### src/sctc_regs.vh
// register map, field positions and reset values of the clock tree control
// assumes byte addresses on a 32-bit avalon-mm slave, one word per register
`ifndef SCTC_REGS_VH
`define SCTC_REGS_VH

// ----------------------------------------------------------------------
// offsets
// ----------------------------------------------------------------------
`define SCTC_OFS_CTRL     4'h0
`define SCTC_OFS_DIV      4'h4
`define SCTC_OFS_PLLCFG   4'h8
`define SCTC_OFS_STATUS   4'hC

// ----------------------------------------------------------------------
// control fields
// ----------------------------------------------------------------------
`define SCTC_CTRL_RING_OFF   0
`define SCTC_CTRL_FRSEL_LO   1
`define SCTC_CTRL_FRSEL_HI   2
`define SCTC_CTRL_SYS_PLL    3
`define SCTC_CTRL_PLL_EN     4
`define SCTC_CTRL_PLL_BYP    5
`define SCTC_CTRL_PCLK_OFF   6
`define SCTC_CTRL_HCLK_OFF   7
`define SCTC_CTRL_W          8
`define SCTC_CTRL_RST        8'h00

// free-running source codes
`define SCTC_FR_RING      2'h0
`define SCTC_FR_EXT       2'h1
`define SCTC_FR_REF       2'h2

// ----------------------------------------------------------------------
// divider fields, ratio is setting plus one
// ----------------------------------------------------------------------
`define SCTC_DIV_A_LO     0
`define SCTC_DIV_A_HI     2
`define SCTC_DIV_H_LO     4
`define SCTC_DIV_H_HI     6
`define SCTC_DIV_P_LO     8
`define SCTC_DIV_P_HI     10
`define SCTC_DIV_RST      11'h000

// ----------------------------------------------------------------------
// pll configuration and status
// ----------------------------------------------------------------------
`define SCTC_PLLCFG_W     16
`define SCTC_PLLCFG_RST   16'h0000
`define SCTC_ST_LOCK      0
`define SCTC_ST_FR_LO     1
`define SCTC_ST_FR_HI     2
`define SCTC_ST_SYS_PLL   3
`define SCTC_ST_RING_ON   4
`define SCTC_ST_BUSY      5

`endif

### src/sctc_div.v
// 3-bit clock divider with gate, working on clock-enable pulses
// assumes tick_in is a one-cycle pulse on clk; div and gate_on are on clk
module sctc_div (
	// clock and reset
	input  wire       clk,
	input  wire       rst_n,
	// control
	input  wire [2:0] div,
	input  wire       gate_on,
	// ticks
	input  wire       tick_in,
	output reg        tick_out
);

	reg [2:0] cnt_q;
	reg [2:0] cur_q;

	// new ratio taken only at wrap, so no period is ever cut short
	always @(posedge clk or negedge rst_n) begin
		if (!rst_n) begin
			cnt_q    <= 3'h0;
			cur_q    <= 3'h0;
			tick_out <= 1'b0;
		end else begin
			tick_out <= 1'b0;
			if (tick_in) begin
				if (cnt_q == cur_q) begin // see RULE_18
					cnt_q    <= 3'h0;
					cur_q    <= div;
					tick_out <= gate_on;
				end else begin
					cnt_q <= cnt_q + 3'h1;
				end
			end
		end
	end

endmodule // sctc_div

### src/sctc_top.v
// clock tree control: source select, pll control, dividers and gates
// assumes clock pins are slow against clk; every derived clock leaves
// as a one-cycle enable pulse on clk, registers sit on avalon-mm
//
// Notes on behaviour
// RULE_01: reset selects ring oscillator, system from it
// RULE_02: software can switch the ring oscillator off
// RULE_03: free-running clock picks ring, external or reference
// RULE_04: free-running tick feeds watchdog and rtc always
// RULE_05: software uses external or reference for pll
// RULE_06: software keeps pll input and output in range
// RULE_07: software mux picks pll or free-running as system
// RULE_08: software enables, disables or bypasses the pll
// RULE_09: auxiliary and bus clocks have own 3-bit dividers
// RULE_10: peripheral clock has 3-bit divider and gate
// RULE_11: auxiliary clock gated off in deep sleep
// RULE_12: auxiliary clock goes only to pwm timer
// RULE_13: bus clock has 3-bit divider and gate
// RULE_14: peripheral divider fed from bus clock
// RULE_15: reference selectable, also clocks power manager
// RULE_16: external clock at most 20 mhz, half duty
// RULE_17: pll lock flag readable in status
// RULE_18: switching and divider changes never truncate pulses
//
// Chosen here: the Avalon-MM register port and the placing of the registers.
`include "sctc_regs.vh"

module sctc_top #(
	parameter       SWITCH_TIMEOUT = 64,
	parameter [2:0] PM_DIV         = 3'h3
) (
	// clock and reset
	input  wire        clk,
	input  wire        rst_n,
	// avalon-mm slave
	input  wire [3:0]  avs_address,
	input  wire        avs_read,
	input  wire        avs_write,
	input  wire [31:0] avs_writedata,
	output reg  [31:0] avs_readdata,
	output wire        avs_waitrequest,
	// processor state
	input  wire        deep_sleep,
	// clock source and pll pins
	input  wire        ring_osc_clock,
	input  wire        ext_clock,
	input  wire        ref_clock,
	input  wire        pll_output_clock,
	input  wire        pll_locked_flag,
	// analog controls
	output wire        ring_osc_enable,
	output wire        pll_enable,
	output wire        pll_bypass,
	output wire [15:0] pll_config,
	// clock enables
	output reg         frclk_en,
	output reg         sclk_en,
	output wire        aclk_en,
	output wire        hclk_en,
	output wire        pclk_en,
	output wire        pmclk_en
);

	localparam NPIN = 5;
	localparam [7:0] TMO = SWITCH_TIMEOUT[7:0];

	// switch states
	localparam [1:0] ST_IDLE = 2'h0;
	localparam [1:0] ST_FR   = 2'h1;
	localparam [1:0] ST_SYS  = 2'h2;

	// ------------------------------------------------------------------
	// pin synchronisers
	// ------------------------------------------------------------------
	// sampling at 25 mhz aliases a 20 mhz source; ticks then show the
	// beat, not the true rate, a limitation of this cycle-based model
	wire [NPIN-1:0] pin_raw;
	reg  [NPIN-1:0] sync1_q;
	reg  [NPIN-1:0] sync2_q;
	reg  [NPIN-1:0] sync3_q;
	wire [NPIN-1:0] pin_tick;

	assign pin_raw = {pll_locked_flag, pll_output_clock, ref_clock,
		ext_clock, ring_osc_clock};

	genvar gi;
	generate
		for (gi = 0; gi < NPIN; gi = gi + 1) begin : g_sync
			always @(posedge clk or negedge rst_n) begin
				if (!rst_n) begin
					sync1_q[gi] <= 1'b0;
					sync2_q[gi] <= 1'b0;
					sync3_q[gi] <= 1'b0;
				end else begin
					sync1_q[gi] <= pin_raw[gi];
					sync2_q[gi] <= sync1_q[gi];
					sync3_q[gi] <= sync2_q[gi];
				end
			end
			assign pin_tick[gi] = sync2_q[gi] & ~sync3_q[gi];
		end
	endgenerate

	wire ring_tick = pin_tick[0];
	wire ext_tick  = pin_tick[1];
	wire ref_tick  = pin_tick[2];
	wire pll_tick  = pin_tick[3];
	wire pll_lock  = sync2_q[4];

	// ------------------------------------------------------------------
	// registers
	// ------------------------------------------------------------------
	reg  [`SCTC_CTRL_W-1:0]   ctrl_q;
	reg  [`SCTC_DIV_P_HI:0]    div_q;
	reg  [`SCTC_PLLCFG_W-1:0] pllcfg_q;
	reg                       ack_q;

	wire req     = avs_read | avs_write;
	wire wr_take = avs_write & ack_q;

	// one wait cycle: data are latched first, answered on the next edge
	assign avs_waitrequest = req & ~ack_q;

	wire       ring_off = ctrl_q[`SCTC_CTRL_RING_OFF];
	wire [1:0] fr_sel   = ctrl_q[`SCTC_CTRL_FRSEL_HI:`SCTC_CTRL_FRSEL_LO];
	wire       sys_pll  = ctrl_q[`SCTC_CTRL_SYS_PLL];
	wire       pclk_off = ctrl_q[`SCTC_CTRL_PCLK_OFF];
	wire       hclk_off = ctrl_q[`SCTC_CTRL_HCLK_OFF];

	assign ring_osc_enable = ~ring_off; // see RULE_02
	assign pll_enable      = ctrl_q[`SCTC_CTRL_PLL_EN]; // see RULE_08
	assign pll_bypass      = ctrl_q[`SCTC_CTRL_PLL_BYP]; // see RULE_08
	assign pll_config      = pllcfg_q;

	always @(posedge clk or negedge rst_n) begin
		if (!rst_n) begin
			ctrl_q   <= `SCTC_CTRL_RST; // see RULE_01
			div_q    <= `SCTC_DIV_RST;
			pllcfg_q <= `SCTC_PLLCFG_RST;
		end else if (wr_take) begin
			case (avs_address)
				`SCTC_OFS_CTRL:   ctrl_q   <= avs_writedata[`SCTC_CTRL_W-1:0];
				`SCTC_OFS_DIV:    div_q    <=
					avs_writedata[`SCTC_DIV_P_HI:0];
				`SCTC_OFS_PLLCFG: pllcfg_q <=
					avs_writedata[`SCTC_PLLCFG_W-1:0];
				default: ;
			endcase
		end
	end

	// ------------------------------------------------------------------
	// source switching
	// ------------------------------------------------------------------
	reg [1:0] state_q;
	reg [1:0] act_fr_q;
	reg       act_pll_q;
	reg [7:0] wto_q;
	reg       fr_raw;
	wire      fr_tick;
	wire      pll_path;
	wire      sys_tick;

	// ring ticks are ignored while the oscillator is off
	always @* begin
		case (act_fr_q) // see RULE_03
			`SCTC_FR_RING: fr_raw = ring_tick & ~ring_off;
			`SCTC_FR_EXT:  fr_raw = ext_tick;
			`SCTC_FR_REF:  fr_raw = ref_tick; // see RULE_15
			default:       fr_raw = 1'b0;
		endcase
	end

	// a switch can put the last old tick right before a first new one;
	// two enables back to back would be a cut period, so a tick that
	// follows a pulse directly is dropped
	assign fr_tick  = fr_raw & ~frclk_en; // see RULE_18
	assign pll_path = pll_enable & (pll_bypass ? fr_tick : pll_tick);
	assign sys_tick = ~sclk_en & // see RULE_07
		(act_pll_q ? pll_path : fr_tick);

	// commit a change only right after a tick of the old source, so the
	// last period runs whole; timeout covers a source that has stopped
	wire wto_end = (wto_q == TMO);

	always @(posedge clk or negedge rst_n) begin
		if (!rst_n) begin
			state_q   <= ST_IDLE;
			act_fr_q  <= `SCTC_FR_RING; // see RULE_01
			act_pll_q <= 1'b0;
			wto_q     <= 8'h00;
		end else begin
			case (state_q)
				ST_IDLE: begin
					wto_q <= 8'h00;
					if (fr_sel != act_fr_q)
						state_q <= ST_FR;
					else if (sys_pll != act_pll_q)
						state_q <= ST_SYS;
				end
				ST_FR: begin
					wto_q <= wto_q + 8'h01;
					if (fr_tick | wto_end) begin // see RULE_18
						act_fr_q <= fr_sel;
						state_q  <= ST_IDLE;
					end
				end
				ST_SYS: begin
					wto_q <= wto_q + 8'h01;
					if (sys_tick | wto_end) begin // see RULE_18
						act_pll_q <= sys_pll;
						state_q   <= ST_IDLE;
					end
				end
				default: state_q <= ST_IDLE;
			endcase
		end
	end

	// ------------------------------------------------------------------
	// free-running and system enables
	// ------------------------------------------------------------------
	// frclk never passes a gate, so watchdog and rtc run in deep sleep
	always @(posedge clk or negedge rst_n) begin
		if (!rst_n) begin
			frclk_en <= 1'b0;
			sclk_en  <= 1'b0;
		end else begin
			frclk_en <= fr_tick; // see RULE_04
			sclk_en  <= sys_tick;
		end
	end

	// ------------------------------------------------------------------
	// dividers and gates
	// ------------------------------------------------------------------
	// auxiliary: leaves only on aclk_en, meant for the pwm timer alone
	sctc_div u_aclk (
		.clk      (clk),
		.rst_n    (rst_n),
		.div      (div_q[`SCTC_DIV_A_HI:`SCTC_DIV_A_LO]), // see RULE_09
		.gate_on  (~deep_sleep), // see RULE_11
		.tick_in  (sys_tick), // see RULE_12
		.tick_out (aclk_en)
	);

	sctc_div u_hclk (
		.clk      (clk),
		.rst_n    (rst_n),
		.div      (div_q[`SCTC_DIV_H_HI:`SCTC_DIV_H_LO]), // see RULE_09
		.gate_on  (~hclk_off), // see RULE_13
		.tick_in  (sys_tick),
		.tick_out (hclk_en)
	);

	sctc_div u_pclk (
		.clk      (clk),
		.rst_n    (rst_n),
		.div      (div_q[`SCTC_DIV_P_HI:`SCTC_DIV_P_LO]), // see RULE_10
		.gate_on  (~pclk_off), // see RULE_10
		.tick_in  (hclk_en), // see RULE_14
		.tick_out (pclk_en)
	);

	// power manager clock always comes from the reference oscillator
	sctc_div u_pmclk (
		.clk      (clk),
		.rst_n    (rst_n),
		.div      (PM_DIV),
		.gate_on  (1'b1),
		.tick_in  (ref_tick), // see RULE_15
		.tick_out (pmclk_en)
	);

	// ------------------------------------------------------------------
	// read path
	// ------------------------------------------------------------------
	reg [31:0] rd_mux;

	always @* begin
		rd_mux = 32'h0000_0000;
		case (avs_address)
			`SCTC_OFS_CTRL:   rd_mux[`SCTC_CTRL_W-1:0] = ctrl_q;
			`SCTC_OFS_DIV:    rd_mux[`SCTC_DIV_P_HI:0] = div_q;
			`SCTC_OFS_PLLCFG: rd_mux[`SCTC_PLLCFG_W-1:0] = pllcfg_q;
			`SCTC_OFS_STATUS: begin
				rd_mux[`SCTC_ST_LOCK]    = pll_lock; // see RULE_17
				rd_mux[`SCTC_ST_FR_HI:`SCTC_ST_FR_LO] = act_fr_q;
				rd_mux[`SCTC_ST_SYS_PLL] = act_pll_q;
				rd_mux[`SCTC_ST_RING_ON] = ~ring_off;
				rd_mux[`SCTC_ST_BUSY]    = (state_q != ST_IDLE);
			end
			default: rd_mux = 32'h0000_0000;
		endcase
	end

	always @(posedge clk or negedge rst_n) begin
		if (!rst_n) begin
			ack_q        <= 1'b0;
			avs_readdata <= 32'h0000_0000;
		end else begin
			ack_q <= req & ~ack_q;
			if (avs_read & ~ack_q)
				avs_readdata <= rd_mux;
		end
	end

endmodule // sctc_top

### config.mk
export PLATFORM = sky130hd
export DESIGN_NAME = sctc_top
export DESIGN_NICKNAME = d
export VERILOG_FILES = /design/src/sctc_div.v /design/src/sctc_top.v
export VERILOG_INCLUDE_DIRS = /design/src
export SDC_FILE = /design/constraint.sdc
export NUM_CORES = 1
export LEC_CHECK = 0
export BUFFER_PORTS_ARGS = -buffer_cell sky130_fd_sc_hd__buf_2
export CAP_MARGIN = 20
export CORE_AREA = 8 8 107 128
export CTS_CLUSTER_DIAMETER = 30
export DETAILED_ROUTE_END_ITERATION = 10
export DIE_AREA = 0 0 115 136
export HOLD_SLACK_MARGIN = 0.03
export MAX_ROUTING_LAYER = met4
export PLACE_DENSITY = 0.66
export RECOVER_POWER = 25
export SYNTH_ARGS = -nofsm -noshare
export SYNTH_HDL_FRONTEND = slang
export SYNTH_HIERARCHICAL = 1
export SYNTH_SLANG_ARGS = --single-unit
export TNS_END_PERCENT = 5
### constraint.sdc
create_clock -name clk -period 3.35 [get_ports clk]
set_input_delay 0.8375 -clock clk [delete_from_list [all_inputs] [get_ports clk]]
set_output_delay 0.8375 -clock clk [all_outputs]
set_load 0.01 [all_outputs]
==> results.cfg, run 1 <==
[outcome]
outcome = finished, violations left
violations = max-capacitance violations, max-slew violations

[cts]
cts-root-buf = clkbuf_16
cts_htree_levels = 3
clock_path_buffers = 2
cts_resized = 0
postCtsHoldBufs = 0
clk_latency_ps = 340
cts_setup_buffers = 0
cts_buffers = 9
clk_pin_slew_ps = 70
clock_sinks = 109
cts_tree = yes

[cells_and_area]
finalNetCount = 556
final_common_cell = dfrtp_1
layout-drive-gt1-share_pct = 29.2
antenna_cells = 0
syn_to_final_growth_pct = 15.6
layout_common_cells = dfrtp_1, buf_2, nand2_1, o21ai_0, inv_1
final_area_um2 = 5900

[sta]
timing.final.crit_period_ps = 2740
slew_violations = 41
fin_setup_tns_ps = 0
setup_viol_count_final = 0
worstMarginPinSlew_ps = 2240
grt_setup_unrepaired = false
clock_skew_ps = 6.92
hold_violations = 0
relSlewSlack_pct = -49.6
final.period_utilization_pct = 81.8
fmax_ghz = 0.365

[place]
gp_congestion = 0.817
placed_area_um2 = 5610
place_hpwl_mm = 7.72
io_buffers = 71

[yosys]
yosysUniqueCellTypes = 58
postSynthAreaPerCell_um2 = 12.2
postSynth.asyncResetShare_pct = 100
synth_area_leader_cell = dfrtp_1
synth.yosys.seq_area_share_pct = 53.5
synth_top_area_share_pct = 53.5
synth_top_flop_cell = dfrtp_1
ys_top_cells_by_area = dfrtp_1, mux2_2, o21ai_0
synthCells = 419
synth_edf_count = 0
ys_ff_latch = 109
ys.warnings.count = 6
synth_area_um2 = 5100

[setup_path]
slowest_delay_ps = 600
arrival_ps = 2970
cp_top_family = simple AND/OR/NAND/NOR gates
path_buf_inv = 1
reg2reg_to = u_aclk/cur_q[1]
cp-start-kind = flop
critical_path_peak_fanout = 12
r2r_setup_slack_ps = 610
rr_startpoint = act_fr_q[1]
worst_path_max_delay_cell = or4_4
path_cells = or3b_1, a21oi_2, and2_4, o21a_1, inv_2, or4_4, mux2_4
path_class = flop to flop
crit_required_ps = 3580
end_kind = flop
rr_worst_depth = 7

[route]
route.vias.total = 3412
drt_iter0_drc = 190
wl_per_cell_um = 16.3
drt-vias-per-instance = 5.14
drc = 0
first_pass_iters = 4
wl_mm = 10.8
ant_nets = 0

[min_path]
hold_path_end = sync2_q[3]
whs_path_depth = 0
hold_class = flop to flop
min_from = sync1_q[3]

[die]
die_w_um = 115
core_um2 = 11800
ios = 104
std_cell_rows = 44
fp.dieH_um = 136
die_area_um2 = 15600
floorplan.initialDensity_pct = 43.3

[grt]
overflow = 0
grt_first_pass_wirelength_mm = 17.5
grt_max_degree = 70
antenna_found_initial = 0
grt_pass1_vias = 3392
grt_use_total_pct = 14.8

[power]
intPower_w = 0.00276
power_density_nw_per_um2 = 694
power_leakage_nw = 2.88
power_frac_comb_pct = 28.9
switching_share_pct = 32.5
vdd_drop_max_mv = 0.273
p_seq_share_pct = 44.3
clockPowerShare_pct = 26.8
p_sw_w = 0.00133

[flow_run]
maxCapViolations = 1
[area by class of cell]
cell class	count	area (µm²)
multi-input cells	275	2150
fillers	1062	5880
well taps	161	201
repair buffers	78	418
inverters	27	101
clock inverters	2	60.1
flip-flops and latches	109	2730
clock buffers	12	236
[routing by layer]
layer | part of all wire [%] | GRT usage (%) | vias to the layer above | wire length, µm
li1 | - | - | 1619 | -
met1 | 44 | 18.5 | 1666 | 4750
met2 | 47 | 22.3 | 112 | 5050
met3 | 7.2 | 4.09 | 15 | 779
met4 | 2.0 | 5.41 | 0 | 218
met5 | 0 | - | - | 0
[through the flow]
stage | total power, W | hold slack [ps] | util, % | setup slack (ps) | cells
floorplan | 0.00264 | 331 | - | 798 | 438
global placement | 0.00295 | 332 | 47.6 | 477 | 650
detailed placement | 0.00301 | 335 | 47.6 | 448 | 650
CTS | 0.00412 | 350 | 50.1 | 619 | 664
global route | 0.00434 | 350 | 50.1 | 465 | 664
finish | 0.00409 | 348 | 50.1 | 609 | 664
[how the worst max path moves through the flow]
stage | depth (start not counted) | from | slack [ps] | end
after detailed placement | 6 | avs_address[3] | 450 | pll_config[7]
after global placement | 6 | avs_address[3] | 480 | pll_config[0]
after CTS | 7 | act_fr_q[1] | 620 | u_aclk/cur_q[1]
final | 7 | act_fr_q[1] | 610 | u_aclk/cur_q[1]
after floorplan | 7 | act_fr_q[1] | 800 | u_aclk/cur_q[1]
after global routing | 1 | rst_n | 460 | frclk_en
[logic make-up (layout without fill, tap and decap cells)]
| logic type | after synthesis | in the layout | share of synthesized area [%] |
|---|---|---|---|
| AO/OA/AOI/OAI | 82 | 82 | 11.1 |
| XOR/XNOR | 17 | 17 | 3.51 |
| multiplexers | 51 | 51 | 13.2 |
| flip-flops | 109 | 109 | 53.5 |
| adder cells (fa/ha/maj) | 10 | 10 | 2.45 |
| other | 2 | 21 | 0.147 |
| AND/OR/NAND/NOR | 94 | 94 | 10.4 |
| buffers and inverters | 54 | 119 | 5.74 |
[power by group through the flow]
stage	clock network [W]	registers (W)	logic, W
6_report	0.00110	0.00181	0.00118
5_1_grt	0.00117	0.00185	0.00132
4_1_cts	0.00112	0.00181	0.00118
3_5_place_dp	0	0.00183	0.00117
3_3_place_gp	0	0.00182	0.00113
2_1_floorplan	0	0.00181	0.000824
[Yosys cell counts, types with 4 or more instances]
library cell,number
dfrtp_1,109
nand2_1,30
o21ai_0,27
inv_1,23
mux2_2,22
buf_4,17
nor2_1,15
mux2_1,12
a21oi_1,10
ha_1,10
xor2_1,10
nor3_1,9
a22o_1,8
mux2_4,8
o311ai_0,8
a211oi_1,5
and3_1,5
mux4_2,5
a2bb2oi_1,4
clkbuf_1,4
inv_2,4
nand2b_1,4
nand3b_1,4
nor2b_1,4
o41ai_1,4
or2_2,4
or4_4,4
xor2_2,4
[sequential cells by signal, indices dropped and copies added, names as in the netlist, 2 cells and up]
register,count
u_aclk/cur_q,3
u_hclk/cur_q,3
sync3_q,4
sync1_q,5
u_hclk/cnt_q,3
sync2_q,4
avs_readdata,16
u_pclk/cur_q,3
u_pclk/cnt_q,3
wto_q,8
state_q,2
ctrl_q,8
pll_config,16
act_fr_q,2
div_q,11
u_pmclk/cur_q,3
u_aclk/cnt_q,3
u_pmclk/cnt_q,3
(Power assumes the default switching activity.)
==> run 2: changes to the inputs <==
--- a/config.mk
+++ b/config.mk
@@ -14,7 +14,7 @@
 export DIE_AREA = 0 0 115 136
 export HOLD_SLACK_MARGIN = 0.03
 export MAX_ROUTING_LAYER = met4
-export PLACE_DENSITY = 0.66
+export PLACE_DENSITY = 0.69
 export RECOVER_POWER = 25
 export SYNTH_ARGS = -nofsm -noshare
 export SYNTH_HDL_FRONTEND = slang
==> constraint.sdc (replaced) <==
create_clock -name clk -period 2.3 [get_ports clk]
set_input_delay 0.575 -clock clk [delete_from_list [all_inputs] [get_ports clk]]
set_output_delay 0.575 -clock clk [all_outputs]
set_load 0.01 [all_outputs]
==> run 2 against run 1 <==
Net effect: the run now ends clean; final cell count grew 2.7%; cell area grew 1.7%; combinational power increased by 53%; critical endpoint is now u_hclk/cur_q[2]; largest cell class unchanged; highest routed layer unchanged.
==> results.cfg, run 2 (synthesis gave the netlist of run 1 again) <==
[power]
power_density_nw_per_um2 = 980
p_seq_share_pct = 44.7
power_leakage_nw = 2.95
vdd_drop_max_mv = 0.390
p_sw_w = 0.00198
power_frac_comb_pct = 30.7
clockPowerShare_pct = 24.6
switching_share_pct = 33.8
intPower_w = 0.00389

[setup_path]
cp-start-kind = flop
critical_path_peak_fanout = 4
crit_required_ps = 2530
worst_path_max_delay_cell = or4_4
path_cells = or3b_1, a21oi_2, and2_4, o21a_4, inv_2, or4_4, mux2_4
path_class = flop to flop
slowest_delay_ps = 500
arrival_ps = 2500
end_kind = flop

[route]
first_pass_iters = 5
route.vias.total = 3433
ant_nets = 0
wl_mm = 10.7
wl_per_cell_um = 15.7
drc = 0
drt-vias-per-instance = 5.03
drt_iter0_drc = 180

[grt]
grt_use_total_pct = 14.7
grt_pass1_vias = 3476
overflow = 0
grt_first_pass_wirelength_mm = 17.6
antenna_found_initial = 0
grt_max_degree = 40

[die]
std_cell_rows = 44
die_area_um2 = 15600
floorplan.initialDensity_pct = 43.3
die_w_um = 115
core_um2 = 11800
ios = 104
fp.dieH_um = 136

[cts]
postCtsHoldBufs = 0
clock_path_buffers = 2
cts_buffers = 9
clk_latency_ps = 350
clock_sinks = 109
cts_tree = yes
cts-root-buf = clkbuf_16
clk_pin_slew_ps = 70
cts_htree_levels = 3

[sta]
worstMarginPinSlew_ps = 949
grt_setup_unrepaired = true
slew_violations = 0
setup_viol_count_final = 0
fin_setup_tns_ps = 0
timing.hold.ws_ps = 333
clock_skew_ps = 7.24
setup_ws_ps = 30.3
timing.final.crit_period_ps = 2270
hold_violations = 0
fmax_ghz = 0.441
relSlewSlack_pct = 36.7
final.period_utilization_pct = 98.7

[place]
io_buffers = 71
placed_cells = 666
dp_slack_ps = 29.3
place_hpwl_mm = 8.05
gp_congestion = 0.824

[cells_and_area]
layout-drive-gt1-share_pct = 32.8
syn_to_final_growth_pct = 17.6
fillers = 1067
final_cells = 682
antenna_cells = 0
finalNetCount = 572
final_common_cell = dfrtp_1
finish.utilization_pct = 50.9
layout_common_cells = dfrtp_1, buf_2, nand2_1, o21ai_0, inv_1

[flow_run]
maxCapViolations = 0

[min_path]
hold_class = primary input to flop

[outcome]
outcome = finished, final reports clean
[run 2: worst paths after layout]
kind                                  start         endpoint  slack, ps  cells after the start
min reg2reg                      sync1_q[0]       sync2_q[0]        350                      0
max reg2reg                     act_fr_q[1]  u_hclk/cur_q[2]         30                      7
max in group asynchronous             rst_n         frclk_en        480                      2
min                        pll_output_clock       sync1_q[3]        330                      1
max                             act_fr_q[1]  u_hclk/cur_q[2]         30                      7
min in group asynchronous             rst_n        ctrl_q[6]        360                      1
[run 2: layout make-up]
class / count / area [µm²] / area share, %
clock buffers: 10 / 229 / 3.82
clock inverters: 6 / 46.3 / 0.772
inverters: 27 / 101 / 1.69
multi-input cells: 275 / 2170 / 36.1
flip-flops and latches: 109 / 2730 / 45.5
well taps: 161 / 201 / 3.36
repair buffers: 94 / 526 / 8.76
[run 2: critical path: cells and delay by family (launching register included)]
| family | cells | cell delay [ps] |
|---|---|---|
| and+or+nand+nor | 3 | 1070 |
| AOI/OAI and AO/OA | 2 | 320 |
| DFF | 1 | 410 |
| buffers and inverters | 1 | 40 |
| muxes | 1 | 310 |
[run 2: layer usage]
metal	wire length (µm)	up-vias	global-route usage, %	part of all wire [%]
met2	5150	81	22.8	48
li1	-	1657	-	-
met5	0	-	-	0
met3	570	10	3.20	5.3
met4	171	0	5.05	1.6
met1	4800	1685	18.6	45
[run 2: repair_timing]
item,CTS,global route
gates resized for setup,0,1
hold endpoints to repair,0,0
endpoints found under the setup margin,0,2
setup buffers,0,0
[run 2: power groups by stage]
stage                     clock (W)  combinational [W]  sequential, W
after floorplan                   0            0.00121        0.00264
after global placement            0            0.00174        0.00264
after detailed placement          0            0.00182        0.00266
after CTS                   0.00149            0.00183        0.00262
after global routing        0.00157            0.00202        0.00268
final                       0.00145            0.00181        0.00263
[run 2: stage by stage]
step	power [W]	cell area [µm²]
after floorplan	0.00386	5180
after global placement	0.00438	5730
after detailed placement	0.00447	5730
after CTS	0.00594	6010
after global routing	0.00627	6000
final	0.00588	6000
==> run 3: changes to the inputs <==
--- a/config.mk
+++ b/config.mk
@@ -8,13 +8,12 @@
 export LEC_CHECK = 0
 export BUFFER_PORTS_ARGS = -buffer_cell sky130_fd_sc_hd__buf_2
 export CAP_MARGIN = 20
-export CORE_AREA = 8 8 107 128
+export CORE_AREA = 8 8 120 144
 export CTS_CLUSTER_DIAMETER = 30
 export DETAILED_ROUTE_END_ITERATION = 10
-export DIE_AREA = 0 0 115 136
+export DIE_AREA = 0 0 128 152
 export HOLD_SLACK_MARGIN = 0.03
 export MAX_ROUTING_LAYER = met4
-export PLACE_DENSITY = 0.69
 export RECOVER_POWER = 25
 export SYNTH_ARGS = -nofsm -noshare
 export SYNTH_HDL_FRONTEND = slang
==> run 3 against run 2 <==
Net effect: total power rose by 7.1%; fmax grew 3.1%; final cell count up 6.5%; sequential share of layout area fell by 1.0 points; clock skew up 1.4 ps; utilization down 9.5 points; clock-buffer cell count rose by 3; cell area increased by 2.3%; largest cell class unchanged; highest routed layer unchanged.
==> results.cfg, run 3 (synthesis gave the netlist of run 1 again) <==
[sta]
final.period_utilization_pct = 95.7
relSlewSlack_pct = 31.3
setup_viol_count_final = 0
hold_violations = 0
setup_ws_ps = 98.7
fmax_ghz = 0.454
timing.final.crit_period_ps = 2200
clock_skew_ps = 8.60
grt_setup_unrepaired = false
worstMarginPinSlew_ps = 1030
slew_violations = 0

[route]
ant_nets = 0
route.vias.total = 3468
first_pass_iters = 5
wl_per_cell_um = 15.7
wl_mm = 11.4
drt-vias-per-instance = 4.78
drt_iter0_drc = 174
drc = 0

[power]
intPower_w = 0.00432
vdd_drop_max_mv = 0.409
switching_share_pct = 31.4
clockPowerShare_pct = 29.1
p_sw_w = 0.00198
total_power_w = 0.00630
power_frac_comb_pct = 29.0
power_leakage_nw = 3.00
power_density_nw_per_um2 = 1030
p_seq_share_pct = 41.8

[cts]
cts-root-buf = clkbuf_16
cts_buffers = 9
cts_tree = yes
cts_resized = 0
cts_htree_levels = 3
clk_pin_slew_ps = 70
clk_latency_ps = 350
clock_sinks = 109
clock_path_buffers = 2

[cells_and_area]
syn_to_final_growth_pct = 20.3
final_common_cell = dfrtp_1
finalNetCount = 573
layout_common_cells = dfrtp_1, buf_2, nand2_1, o21ai_0
layout-drive-gt1-share_pct = 32.8
antenna_cells = 0

[setup_path]
worst_path_max_delay_cell = or4_4
arrival_ps = 2440
crit_required_ps = 2530
slowest_delay_ps = 460
critical_path_peak_fanout = 4
end_kind = flop
path_class = flop to flop
cp-start-kind = flop
path_cells = or3b_1, a21oi_2, and2_4, o21a_4, inv_2, or4_4, mux2_4

[die]
die_area_um2 = 19500
floorplan.initialDensity_pct = 34.4
fp.dieH_um = 152
ios = 104
core_um2 = 14800
die_w_um = 128
std_cell_rows = 49

[min_path]
hold_class = primary input to flop

[flow_run]
maxCapViolations = 0

[grt]
antenna_found_initial = 0
overflow = 0
grt_max_degree = 43
grt_first_pass_wirelength_mm = 18.4
grt_pass1_vias = 3521
grt_use_total_pct = 12.4

[place]
dp_slack_ps = 26.3
place_hpwl_mm = 8.44
io_buffers = 71
gp_congestion = 0.824

[outcome]
outcome = finished, final reports clean
==> run 3: per-layer routing <==
| metal | global-route usage [%] | up-vias | wire, µm |
|---|---|---|---|
| met4 | 5.62 | 0 | 289 |
| met1 | 14.6 | 1714 | 4920 |
| li1 | - | 1650 | - |
| met2 | 18.9 | 82 | 5420 |
| met3 | 4.03 | 22 | 756 |
| met5 | - | - | 0 |
==> run 3: power groups by stage <==
stage,registers [W],logic (W),clock network [W]
after floorplan,0.00264,0.00121,0
after global placement,0.00265,0.00175,0
after detailed placement,0.00267,0.00182,0
after CTS,0.00264,0.00185,0.00188
after global routing,0.00270,0.00204,0.00196
final,0.00263,0.00183,0.00183
==> run 3: worst max-delay path: cells and delay by family (launching register included) <==
kind | cells | cell delay [ps]
buffers and inverters | 1 | 40
flip-flops | 1 | 410
AO/OA/AOI/OAI | 2 | 320
AND/OR/NAND/NOR | 3 | 1000
multiplexers | 1 | 310
==> run 3: per-stage QoR <==
stage               utilization, %  setup TNS, ps  area [µm²]  std cells  hold WS [ps]
global placement              39.0              0        5790        709           335
global route                  41.4              0        6140        726           313
detailed placement            39.0              0        5790        709           337
finish                        41.4              0        6140        726           330
CTS                           41.5              0        6150        726           232
floorplan                        -          -29.7        5180        438           279
==> run 3: path summary, 6_finish.rpt <==
kind,slack [ps],end,from,cells past startpoint
worst max-delay path,100,u_aclk/cur_q[1],act_fr_q[1],7
worst min-delay path,330,sync1_q[1],ext_clock,1
worst max register to register,100,u_aclk/cur_q[1],act_fr_q[1],7
worst min register to register,350,sync2_q[1],sync1_q[1],0
max in group asynchronous,430,frclk_en,rst_n,2
min in group asynchronous,400,ctrl_q[6],rst_n,1
==> run 3: repair_timing <==
item	4_1_cts	5_1_grt
pin swaps	5	4
cloned	0	0
buffers inserted	1	0
hold buffers	0	0
endpoints found under the setup margin	2	4
==> run 3: area by class of cell <==
cell class	instances	area, µm²
inverter	27	101
timing repair buffer	95	533
fill	1474	8700
clock buffer	13	270
tap	204	255
clock inverter	3	90.1
sequential	109	2730
multi-input combinational	275	2160
